$ cat config.mk
export PLATFORM = sky130hd
export DESIGN_NAME = aqc_config_bank
export DESIGN_NICKNAME = d
export VERILOG_FILES = /design/src/aqc_pkg.sv /design/src/aqc_config_bank.sv
export SDC_FILE = /design/constraint.sdc
export NUM_CORES = 1
export LEC_CHECK = 0
export BUFFER_PORTS_ARGS = -buffer_cell sky130_fd_sc_hd__buf_2
export CAP_MARGIN = 25
export CORE_UTILIZATION = 45
export CTS_BUF_LIST = sky130_fd_sc_hd__clkbuf_2
export DETAILED_ROUTE_END_ITERATION = 7
export PLACE_DENSITY = 0.73
export SYNTH_ARGS = -nofsm -noshare
export SYNTH_HDL_FRONTEND = slang
export SYNTH_SLANG_ARGS = --single-unit
$ cat constraint.sdc
create_clock -name clk -period 3.44 [get_ports clk]
set_input_delay 0 -clock clk [delete_from_list [all_inputs] [get_ports clk]]
set_output_delay 0 -clock clk [all_outputs]
set_load 0.005 [all_outputs]
$ cat src/aqc_pkg.sv
// Constants for the analog quad configuration byte bank.
// Assumes the port is driven by fabric logic on the same clock.
package aqc_pkg;

    // ****************************************
    // Geometry and address map
    // ****************************************
    localparam int          NUM_QUADS       = 10;
    localparam int          BYTES_PER_QUAD  = 4;
    localparam int          NUM_BYTES       = NUM_QUADS * BYTES_PER_QUAD;
    localparam logic [7:0]  QUAD_ADDR_FIRST = 8'h01;
    localparam logic [7:0]  QUAD_ADDR_LAST  = 8'h28;
    localparam logic [7:0]  RTC_ADDR_FIRST  = 8'h40;
    localparam logic [7:0]  RTC_ADDR_LAST   = 8'h59;

    // ****************************************
    // Byte order inside a quad
    // ****************************************
    localparam int          BYTE_VOLTAGE_PAD     = 0;
    localparam int          BYTE_CURRENT_PAD     = 1;
    localparam int          BYTE_GATE_DRIVER_PAD = 2;
    localparam int          BYTE_TEMPERATURE_PAD = 3;

    // ****************************************
    // Field positions
    // ****************************************
    localparam int          BIT_SCALE_LSB   = 0;
    localparam int          BIT_SCALE_MSB   = 2;
    localparam int          BIT_MUX_LO      = 3;
    localparam int          BIT_MUX_HI      = 4;
    localparam int          BIT_CUR_MON_SW  = 4;
    localparam int          BIT_DIRECT_SW   = 5;
    localparam int          BIT_POLARITY    = 6;
    localparam int          BIT_OPAMP_ON    = 7;
    localparam int          BIT_TEMP_MON_ON = 0;
    localparam int          BIT_DRIVE_LSB   = 2;
    localparam int          BIT_DRIVE_MSB   = 3;
    localparam int          BIT_GATE_POL    = 6;
    localparam int          BIT_HIGH_DRIVE  = 7;

    // ****************************************
    // Values after reset
    // ****************************************
    localparam logic [7:0]  VOLTAGE_PAD_RESET     = 8'h00;
    localparam logic [7:0]  CURRENT_PAD_RESET     = 8'h00;
    localparam logic [7:0]  GATE_DRIVER_RESET     = 8'h00;
    localparam logic [7:0]  TEMPERATURE_PAD_RESET = 8'h00;
    localparam logic [7:0]  READ_DATA_RESET       = 8'h00;

    // ****************************************
    // Prescaler ranges and converter routing
    // ****************************************
    localparam logic [15:0] FULL_SCALE_TOP_MV = 16'h3e80;

    typedef enum logic [1:0]
    {
        ROUTE_PRESCALER = 2'b00,
        ROUTE_DIRECT    = 2'b01,
        ROUTE_MONITOR   = 2'b10,
        ROUTE_INVALID   = 2'b11
    } aqc_route_type;

    typedef enum logic
    {
        TG_IDLE     = 1'b0,
        TG_WAIT_OSC = 1'b1
    } aqc_tg_state_type;

    function automatic logic [15:0] aqc_range_mv(input logic [2:0] code);
        return FULL_SCALE_TOP_MV >> code;
    endfunction : aqc_range_mv

    function automatic logic [7:0] aqc_byte_reset(input int sel);
        case (sel)
            BYTE_VOLTAGE_PAD:     return VOLTAGE_PAD_RESET;
            BYTE_CURRENT_PAD:     return CURRENT_PAD_RESET;
            BYTE_GATE_DRIVER_PAD: return GATE_DRIVER_RESET;
            default:              return TEMPERATURE_PAD_RESET;
        endcase
    endfunction : aqc_byte_reset

endpackage : aqc_pkg

$ cat src/aqc_config_bank.sv
// Analog quad configuration byte bank behind the configuration port.
// Assumes fabric logic on clk drives the port; oscillator is asynchronous.
//
// Operation
// RL1: Counter addresses bypass timing generator and enables.
// RL2: Latches hold defaults until overwritten.
// RL3: Four bytes per quad: voltage, current, gate, temperature.
// RL4: Bits 2:0 scale, bits 4:3 mux select.
// RL5: Bit 5 direct switch; voltage bit 4 monitor.
// RL6: Bit 7 op-amp mode; bit 6 pad polarity.
// RL7: Gate byte: monitor, drive current, polarity, strength.
// RL8: Defaults: 16 V, prescaler, off, positive, down.
// RL9: Scale codes map 16 V down to 0.125 V.
// RL10: Controller clocks port at most 10 MHz; the bench clocks it at 25 MHz.
// RL11: Controller limits temperature pad scaling codes.
// RL12: Temperature pad codes only 000 or 010.
// RL13: Addresses 1-40 quads, 64-89 counter.
// RL14: Mux bits 4:3 route converter input.
// RL15: Controller keeps temperature pad bit 6 zero.
// RL16: Spare bits stored and read back unchanged.
`timescale 1ns/1ps

module aqc_config_bank
    import aqc_pkg::*;
(
    // Clock and reset
    input  wire logic                       clk,
    input  wire logic                       resetn,
    // Configuration port
    input  wire logic [7:0]                 configPortAddress,
    input  wire logic [7:0]                 portWriteData,
    input  wire logic                       portWriteEn,
    input  wire logic                       portReadEn,
    input  wire logic                       byteEnable,
    input  wire logic                       quadWriteEnable,
    input  wire logic                       internalOscillatorInput,
    output logic [7:0]                      portReadData,
    output logic                            portBusy,
    // Counter side
    output logic                            rtcWriteStrobe,
    output logic                            rtcReadStrobe,
    output logic [7:0]                      rtcAddress,
    output logic [7:0]                      rtcWriteData,
    input  wire logic [7:0]                 rtcReadData,
    // Decoded quad controls
    output logic [3*NUM_QUADS-1:0]          voltagePadScale,
    output logic [3*NUM_QUADS-1:0]          currentPadScale,
    output logic [3*NUM_QUADS-1:0]          temperaturePadScale,
    output logic [16*NUM_QUADS-1:0]         voltagePadRangeMv,
    output logic [2*NUM_QUADS-1:0]          voltagePadRoute,
    output logic [2*NUM_QUADS-1:0]          currentPadRoute,
    output logic [2*NUM_QUADS-1:0]          temperaturePadRoute,
    output logic [NUM_QUADS-1:0]            routeInvalid,
    output logic [NUM_QUADS-1:0]            currentMonitorSwitch,
    output logic [3*NUM_QUADS-1:0]          directSwitch,
    output logic [NUM_QUADS-1:0]            voltagePadNegative,
    output logic [NUM_QUADS-1:0]            currentPadNegative,
    output logic [3*NUM_QUADS-1:0]          opAmpOn,
    output logic [NUM_QUADS-1:0]            chipTempMonitorOn,
    output logic [2*NUM_QUADS-1:0]          gateDriveCurrent,
    output logic [NUM_QUADS-1:0]            gateDriverNegative,
    output logic [NUM_QUADS-1:0]            gateHighDrive
);

    // ****************************************
    // Address decode
    // ****************************************
    logic [7:0]             cfg_ff [NUM_BYTES];
    logic [7:0]             addrOffset;
    logic [5:0]             byteIndex;
    logic                   inQuad;
    logic                   inRtc;
    logic                   acceptWrite;
    logic                   oscSync1_ff;
    logic                   oscSync2_ff;
    logic                   oscPrev_ff;
    logic                   oscRise;
    logic                   commit;
    logic [5:0]             pendIndex_ff;
    logic [7:0]             pendData_ff;
    logic [7:0]             portReadData_ff;
    logic                   rtcWriteStrobe_ff;
    logic [7:0]             rtcAddress_ff;
    logic [7:0]             rtcWriteData_ff;
    aqc_tg_state_type       tgState_ff;
    aqc_tg_state_type       nxt_tgState;

    assign addrOffset = configPortAddress - QUAD_ADDR_FIRST;
    assign byteIndex  = addrOffset[5:0];
    assign inQuad     = (configPortAddress >= QUAD_ADDR_FIRST)
                        && (configPortAddress <= QUAD_ADDR_LAST);  // see RL13
    assign inRtc      = (configPortAddress >= RTC_ADDR_FIRST)
                        && (configPortAddress <= RTC_ADDR_LAST);   // see RL13

    // ****************************************
    // Oscillator synchroniser and edge detect
    // ****************************************
    always_ff @(posedge clk)
    begin
        if (!resetn)
        begin
            oscSync1_ff <= 1'b0;
            oscSync2_ff <= 1'b0;
            oscPrev_ff  <= 1'b0;
        end
        else
        begin
            oscSync1_ff <= internalOscillatorInput;
            oscSync2_ff <= oscSync1_ff;
            oscPrev_ff  <= oscSync2_ff;
        end
    end

    assign oscRise = oscSync2_ff && !oscPrev_ff;

    // ****************************************
    // Timing generator for quad writes
    // ****************************************
    assign acceptWrite = portWriteEn && inQuad && byteEnable && quadWriteEnable
                         && (tgState_ff == TG_IDLE);
    assign commit      = (tgState_ff == TG_WAIT_OSC) && oscRise;
    assign portBusy    = (tgState_ff == TG_WAIT_OSC);

    always_comb
    begin
        nxt_tgState = tgState_ff;
        case (tgState_ff)
            TG_IDLE:     if (acceptWrite) nxt_tgState = TG_WAIT_OSC;
            TG_WAIT_OSC: if (oscRise) nxt_tgState = TG_IDLE;
            default:     nxt_tgState = TG_IDLE;
        endcase
    end

    always_ff @(posedge clk)
    begin
        if (!resetn)
        begin
            tgState_ff   <= TG_IDLE;
            pendIndex_ff <= 6'h00;
            pendData_ff  <= 8'h00;
        end
        else
        begin
            tgState_ff <= nxt_tgState;
            if (acceptWrite)
            begin
                pendIndex_ff <= byteIndex;
                pendData_ff  <= portWriteData;
            end
        end
    end

    // ****************************************
    // Configuration latches
    // ****************************************
    always_ff @(posedge clk)
    begin
        if (!resetn)
        begin
            for (int i = 0; i < NUM_BYTES; i++)
                cfg_ff[i] <= aqc_byte_reset(i % BYTES_PER_QUAD);  // see RL2 see RL8
        end
        else if (commit)
        begin
            cfg_ff[pendIndex_ff] <= pendData_ff;  // see RL16
        end
    end

    // ****************************************
    // Read path
    // ****************************************
    always_ff @(posedge clk)
    begin
        if (!resetn)
            portReadData_ff <= READ_DATA_RESET;
        else if (portReadEn)
        begin
            if (inQuad)
                portReadData_ff <= cfg_ff[byteIndex];  // see RL16
            else if (inRtc)
                portReadData_ff <= rtcReadData;        // see RL1
            else
                portReadData_ff <= READ_DATA_RESET;
        end
    end

    assign portReadData = portReadData_ff;

    // ****************************************
    // Counter pass-through
    // ****************************************
    always_ff @(posedge clk)
    begin
        if (!resetn)
        begin
            rtcWriteStrobe_ff <= 1'b0;
            rtcAddress_ff     <= 8'h00;
            rtcWriteData_ff   <= 8'h00;
        end
        else
        begin
            rtcWriteStrobe_ff <= portWriteEn && inRtc;  // see RL1
            if (portWriteEn && inRtc)
            begin
                rtcAddress_ff   <= configPortAddress;
                rtcWriteData_ff <= portWriteData;
            end
        end
    end

    assign rtcWriteStrobe = rtcWriteStrobe_ff;
    assign rtcReadStrobe  = portReadEn && inRtc;  // see RL1
    assign rtcAddress     = rtcAddress_ff;
    assign rtcWriteData   = rtcWriteData_ff;

    // ****************************************
    // Per-quad decode
    // ****************************************
    for (genvar q = 0; q < NUM_QUADS; q++)
    begin : g_quad
        logic [7:0] vByte;
        logic [7:0] cByte;
        logic [7:0] gByte;
        logic [7:0] tByte;

        assign vByte = cfg_ff[q*BYTES_PER_QUAD + BYTE_VOLTAGE_PAD];       // see RL3
        assign cByte = cfg_ff[q*BYTES_PER_QUAD + BYTE_CURRENT_PAD];       // see RL3
        assign gByte = cfg_ff[q*BYTES_PER_QUAD + BYTE_GATE_DRIVER_PAD];   // see RL3
        assign tByte = cfg_ff[q*BYTES_PER_QUAD + BYTE_TEMPERATURE_PAD];   // see RL3

        assign voltagePadScale[3*q +: 3]     = vByte[BIT_SCALE_MSB:BIT_SCALE_LSB];  // see RL4
        assign currentPadScale[3*q +: 3]     = cByte[BIT_SCALE_MSB:BIT_SCALE_LSB];  // see RL4
        assign temperaturePadScale[3*q +: 3] = tByte[BIT_SCALE_MSB:BIT_SCALE_LSB];  // see RL4
        assign voltagePadRangeMv[16*q +: 16] = aqc_range_mv(vByte[BIT_SCALE_MSB:BIT_SCALE_LSB]);  // see RL9

        assign voltagePadRoute[2*q +: 2]     = vByte[BIT_MUX_HI:BIT_MUX_LO];  // see RL4 see RL14
        assign currentPadRoute[2*q +: 2]     = cByte[BIT_MUX_HI:BIT_MUX_LO];  // see RL14
        assign temperaturePadRoute[2*q +: 2] = tByte[BIT_MUX_HI:BIT_MUX_LO];  // see RL14
        assign routeInvalid[q] = (vByte[BIT_MUX_HI:BIT_MUX_LO] == ROUTE_INVALID)
                                 || (cByte[BIT_MUX_HI:BIT_MUX_LO] == ROUTE_INVALID)
                                 || (tByte[BIT_MUX_HI:BIT_MUX_LO] == ROUTE_INVALID);  // see RL14

        assign currentMonitorSwitch[q] = vByte[BIT_CUR_MON_SW];  // see RL5
        assign directSwitch[3*q]       = vByte[BIT_DIRECT_SW];   // see RL5
        assign directSwitch[3*q+1]     = cByte[BIT_DIRECT_SW];   // see RL5
        assign directSwitch[3*q+2]     = tByte[BIT_DIRECT_SW];   // see RL5

        assign voltagePadNegative[q] = vByte[BIT_POLARITY];  // see RL6
        assign currentPadNegative[q] = cByte[BIT_POLARITY];  // see RL6
        assign opAmpOn[3*q]          = vByte[BIT_OPAMP_ON];  // see RL6
        assign opAmpOn[3*q+1]        = cByte[BIT_OPAMP_ON];  // see RL6
        assign opAmpOn[3*q+2]        = tByte[BIT_OPAMP_ON];  // see RL6

        assign chipTempMonitorOn[q]       = gByte[BIT_TEMP_MON_ON];                 // see RL7
        assign gateDriveCurrent[2*q +: 2] = gByte[BIT_DRIVE_MSB:BIT_DRIVE_LSB];     // see RL7
        assign gateDriverNegative[q]      = gByte[BIT_GATE_POL];                    // see RL7
        assign gateHighDrive[q]           = gByte[BIT_HIGH_DRIVE];                  // see RL7
    end
endmodule : aqc_config_bank

After elaboration in Yosys (flattened, before gate mapping) --
Memory sizes are Yosys's and may differ from the RTL's. Index checks and enable logic that the tools add are counted.
Storage, ports and cells: bits in registers 43, latch bits 0, bits in writable memories 320, ROM bits 0, input bits 31, output and inout port bits 487, word-level logic and storage cells 102, memories 1
Memory list:
- cfg_ff | depth 40, bits a word 8, rd ports 41, clocked after memory_dff 0, wr ports 40, line aqc_config_bank.sv:68 | logic [7:0] cfg_ff [NUM_BYTES];
Cells by class: $add $sub $neg 1, $mul 0, divide/modulo/power cells 0, $lt $le $gt $ge 4, eq/ne operators 30, shift-type cells 10, multiplexer cells 13, bitwise logic cells 1, reduce and logical (&&, ||, !) cells 32
Operator list (count):
- $shr A14 B3 Y16 const A | 10
- $eq A2 B2 Y1 const B | 30
- $mux W8 | 4
- $logic_or A1 B1 Y1 | 20
- $logic_and A1 B1 Y1 | 10
- $ge A8 B1 Y1 const B | 1
- $ge A8 B7 Y1 const B | 1
- $le A8 B6 Y1 const B | 1
- $le A8 B7 Y1 const B | 1
- $reduce_or A8 Y1 | 1
- $mux W1 | 7
- $mux W6 | 1
- $sub A6 B1 Y6 const B | 1
- $pmux W1 S2 | 1
- $logic_not A1 Y1 | 1
- $not A1 Y1 | 1

Depth between registers and ports, before layout --
depth in word-level cells 8, gate-level depth with buffers 15

Least setup slack after synthesis --
OpenSTA, ideal clock, no wires.
kind in2reg, start in configPortAddress[0], end reg portReadData_ff[5] (netlist: portReadData[5]), setup time 0.122 ns, data arrival time 2.696 ns, slack 0.622 ns, stages on the path 13, buffers on the path 7, path through buf_6 > buf_12 > buf_6 > buf_2 > clkinv_1 > ha_1 > buf_2 > clkbuf_1 > buf_2 > mux4_2 > nand2_1 > nand3_1 > a221o_1
Between the ends: elaborated cells on any way between the ends 10, those cells by class add/sub: 1; order compare: 4; mux: 2; reduce/logical: 2; memory: 1
RTL lines:
- start: declaration | line aqc_config_bank.sv:30 | input wire logic [7:0] configPortAddress,
- $sub A6 B1 Y6 | line aqc_config_bank.sv:88 | assign addrOffset = configPortAddress - QUAD_ADDR_FIRST;
- net addrOffset[0] | line aqc_config_bank.sv:69 | logic [7:0] addrOffset;
- $mem_v2 Z40 W8
- $mux W8 | line aqc_config_bank.sv:178 | if (inQuad)
- end signal: assignment | line aqc_config_bank.sv:179 | portReadData_ff <= cfg_ff[byteIndex];
- end signal: assignment | line aqc_config_bank.sv:181 | portReadData_ff <= rtcReadData;
- end: declaration | line aqc_config_bank.sv:81 | logic [7:0] portReadData_ff;
The timed path passes the listed nets, and every way through them passes these cells. A chain may end at the register's enable or synchronous reset.

Worst setup path after layout --
start in configPortAddress[0], end reg portReadData_ff[3] (netlist: portReadData[3])
The elaborated chain is that of the path after synthesis.

==> flow_metrics.py <==
metrics = {
    "finish": {
        "nNetsFinal": 2517,
        "utilization": 0.535,
        "fillCellCount": 4865,
        "drive_gt1_frac": 0.370,
        "area_growth_pct": 16.3,
        "final_common_cell": "edfxtp_1",
        "final_cells": 3342,
        "mostFrequentLayoutCells": "512 x edfxtp_1, 496 x buf_2, 334 x and2_1",
    },
    "yosys": {
        "synth_edf_count": 512,
        "async_flop_share": 0,
        "synth_area_per_cell_um2": 13.6,
        "synthCells": 1958,
        "netlist_area_um2": 26700,
        "netlist.area_leader.share": 0.575,
        "synth_warnings": 0,
        "synth_cell_types": 69,
        "synth_area_leaders": "edfxtp_1 58%, mux4_2 11%, and2_1 7.8%",
        "yosysTopAreaCell": "edfxtp_1",
        "synth-seq-cells": 555,
        "synth-main-ff-cell": "edfxtp_1",
        "ys_seq_area_frac": 0.608,
    },
    "power": {
        "power_per_cell_area_nw_per_um2": 424,
        "intPower_uw": 9690,
        "power.switching_uw": 3490,
        "p_seq_frac": 0.578,
        "switching_share": 0.265,
        "p_comb_frac": 0.098,
        "p_total_uw": 13200,
        "clkPwrFrac": 0.324,
        "ir_drop_uv": 254,
        "leakagePower_uw": 0.0128,
    },
    "drt": {
        "drc_errors": 0,
        "wirelength_um": 86200,
        "routedWlPerCell_um": 25.8,
        "dr_total_vias": 19100,
        "dr.first_iter.drc_count": 2224,
        "vias_per_cell": 5.72,
        "postRouteAntennaNets": 0,
        "dr.pass1.iters": 5,
    },
    "worst_setup_path": {
        "cp.required_ps": 4460,
        "cp_max_fo": 33,
        "regToRegSetupSlack_ps": 240,
        "critical_path.endpoint_type": "flop",
        "worstRegToRegCells": 8,
        "crit_path_start_kind": "input port",
        "cp.arrival_ps": 4370,
        "path_class": "in -> reg",
    },
    "run_status": {
        "status": "finished, final reports clean",
    },
    "cts": {
        "cts_tree": "built",
        "cts_buffers": 136,
        "clockRootBuffer": "clkbuf_2",
        "clk_pin_slew_ps": 100,
        "cts.sinks": 555,
        "clockBufferDepth": 3,
        "clkLatencyLatePin_ps": 1150,
        "ctsHtreeMaxLevel": 4,
    },
    "die": {
        "die_area_um2": 60400,
        "num_rows": 88,
        "fp.coreArea_um2": 58100,
        "die_h_um": 246,
        "start_util": 0.460,
        "ios": 518,
        "dieWidth_um": 246,
    },
    "grt": {
        "grt_max_degree": 87,
        "grt_usage": 0.281,
        "antenna_found_initial": 3,
        "grt_pass1_wl_um": 123000,
        "grt_pass1_vias": 18800,
        "grt_overflow_total": 0,
    },
    "placed_design": {
        "gp_congestion": 0.938,
        "place_inst": 3032,
        "numPortBuffers": 497,
        "dp_hpwl_um": 60400,
    },
    "sta": {
        "max_slew_margin": 0.314,
        "fin_crit_ps": 3350,
        "setup_viol": 0,
        "skew_ps": 116,
        "fin_tns_setup_ps": 0,
        "slew_violations": 0,
        "period_share": 0.975,
        "max_freq_mhz": 298,
        "hold_violations": 0,
        "worst_pin_slew_ps": 1030,
        "rsz0062_at_grt": "no",
    },
    "flow_run": {
        "cap_violations": 0,
    },
    "hold_path": {
        "worstHoldPathType": "in -> reg",
        "holdPathStages": 6,
    },
}
-- stage by stage --
step,hold slack [ps],cell area [µm²],setup slack [ps]
2_1_floorplan,110,26800,622
3_3_place_gp,241,29100,522
6_report,129,31100,87.6
3_5_place_dp,241,29100,473
4_1_cts,7.25,31000,33.4
5_1_grt,103,31100,15.3
-- logic make-up after synthesis --
| kind of cell | Yosys count | share of synthesized area |
|---|---|---|
| buffers and inverters | 317 | 0.0727 |
| adders and majority gates | 2 | 0.000936 |
| other | 1 | 0.000140 |
| xor gates and xnor gates | 6 | 0.00323 |
| and+or+nand+nor | 680 | 0.136 |
| muxes | 162 | 0.121 |
| AOI/OAI and AO/OA | 235 | 0.0587 |
| DFF | 555 | 0.608 |
-- worst max-delay path: stages --
cell           delay (ps)
dlygate4sd3_1         560
clkbuf_8              250
clkinvlp_4            260
ha_4                  560
buf_12                290
buf_4                 210
mux4_2                310
mux2i_1               180
a21oi_1                70
nor2_1                140
a311oi_1              110
dlygate4sd3_1         590
a221o_1               250
dlygate4sd3_1         560
-- path summary, 6_finish.rpt --
path,startpoint,to
setup / recovery,configPortAddress[0],portReadData[3]
hold / removal,configPortAddress[7],portReadData[4]
setup reg to reg,cfg_ff[36][2],portReadData[2]
hold reg to reg,rtcAddress[4],rtcAddress[4]
-- flip-flops by register name (all words and copies together) (netlist names) --
signal          cells
portBusy            1
rtcWriteStrobe      1
cfg_ff            512
pendData_ff         8
rtcAddress          8
rtcWriteData        8
pendIndex_ff        6
oscPrev_ff          1
oscSync1_ff         1
oscSync2_ff         1
portReadData        8
-- timing repair --
item                       4_1_cts  5_1_grt
buffers inserted                 0        3
hold buffers                    74        0
setup endpoints to repair        0        5
gates resized for setup          0        2
hold endpoints to repair       344        0
-- power groups by stage --
| stage | combinational [µW] | sequential [µW] | clock (µW) |
|---|---|---|---|
| global route | 1360 | 7630 | 4610 |
| floorplan | 784 | 7680 | 0 |
| global placement | 1180 | 7760 | 0 |
| finish | 1290 | 7620 | 4270 |
| CTS | 1270 | 7610 | 4300 |
| detailed placement | 1200 | 7760 | 0 |
-- layer usage --
metal	wire [µm]	GRT usage
met1	31600	0.358
met4	3700	0.132
met3	9770	0.0778
met2	41100	0.444
met5	13	0
-- synthesized netlist by cell type (2+ instances only) --
library cell	count
a21oi_1	46
o21ai_0	78
edfxtp_1	512
mux4_2	128
a21o_1	18
buf_4	159
o21ai_1	9
a32o_1	8
clkbuf_1	89
nor2_1	153
or3_4	2
nand3_1	21
a21boi_0	13
a222oi_1	10
dfxtp_1	43
o211a_1	4
ha_1	2
buf_1	4
and2_1	334
and3_1	4
or3_1	2
nand2_1	113
nand3_2	7
buf_12	2
mux2i_1	34
nor2b_1	15
xor2_1	2
a2111oi_0	8
nor3_1	9
buf_2	14
o22ai_1	2
buf_6	14
o21a_1	12
inv_1	33
nand3b_1	3
a221o_1	8
nand2b_1	3
a311oi_1	8
nor3b_1	2
-- final cells by class --
| cell class | count | area (µm²) | area share |
|---|---|---|---|
| Clock buffer | 197 | 986 | 0.0317 |
| Timing Repair Buffer | 652 | 3930 | 0.126 |
| Multi-Input combinational cell | 1105 | 8640 | 0.278 |
| Inverter | 34 | 131 | 0.00423 |
| Clock inverter | 32 | 183 | 0.00588 |
| Antenna cell | 2 | 5.00 | 0.000161 |
| Sequential cell | 555 | 16200 | 0.523 |
| Tap cell | 765 | 957 | 0.0308 |
Power figures use the tool's default switching activity.
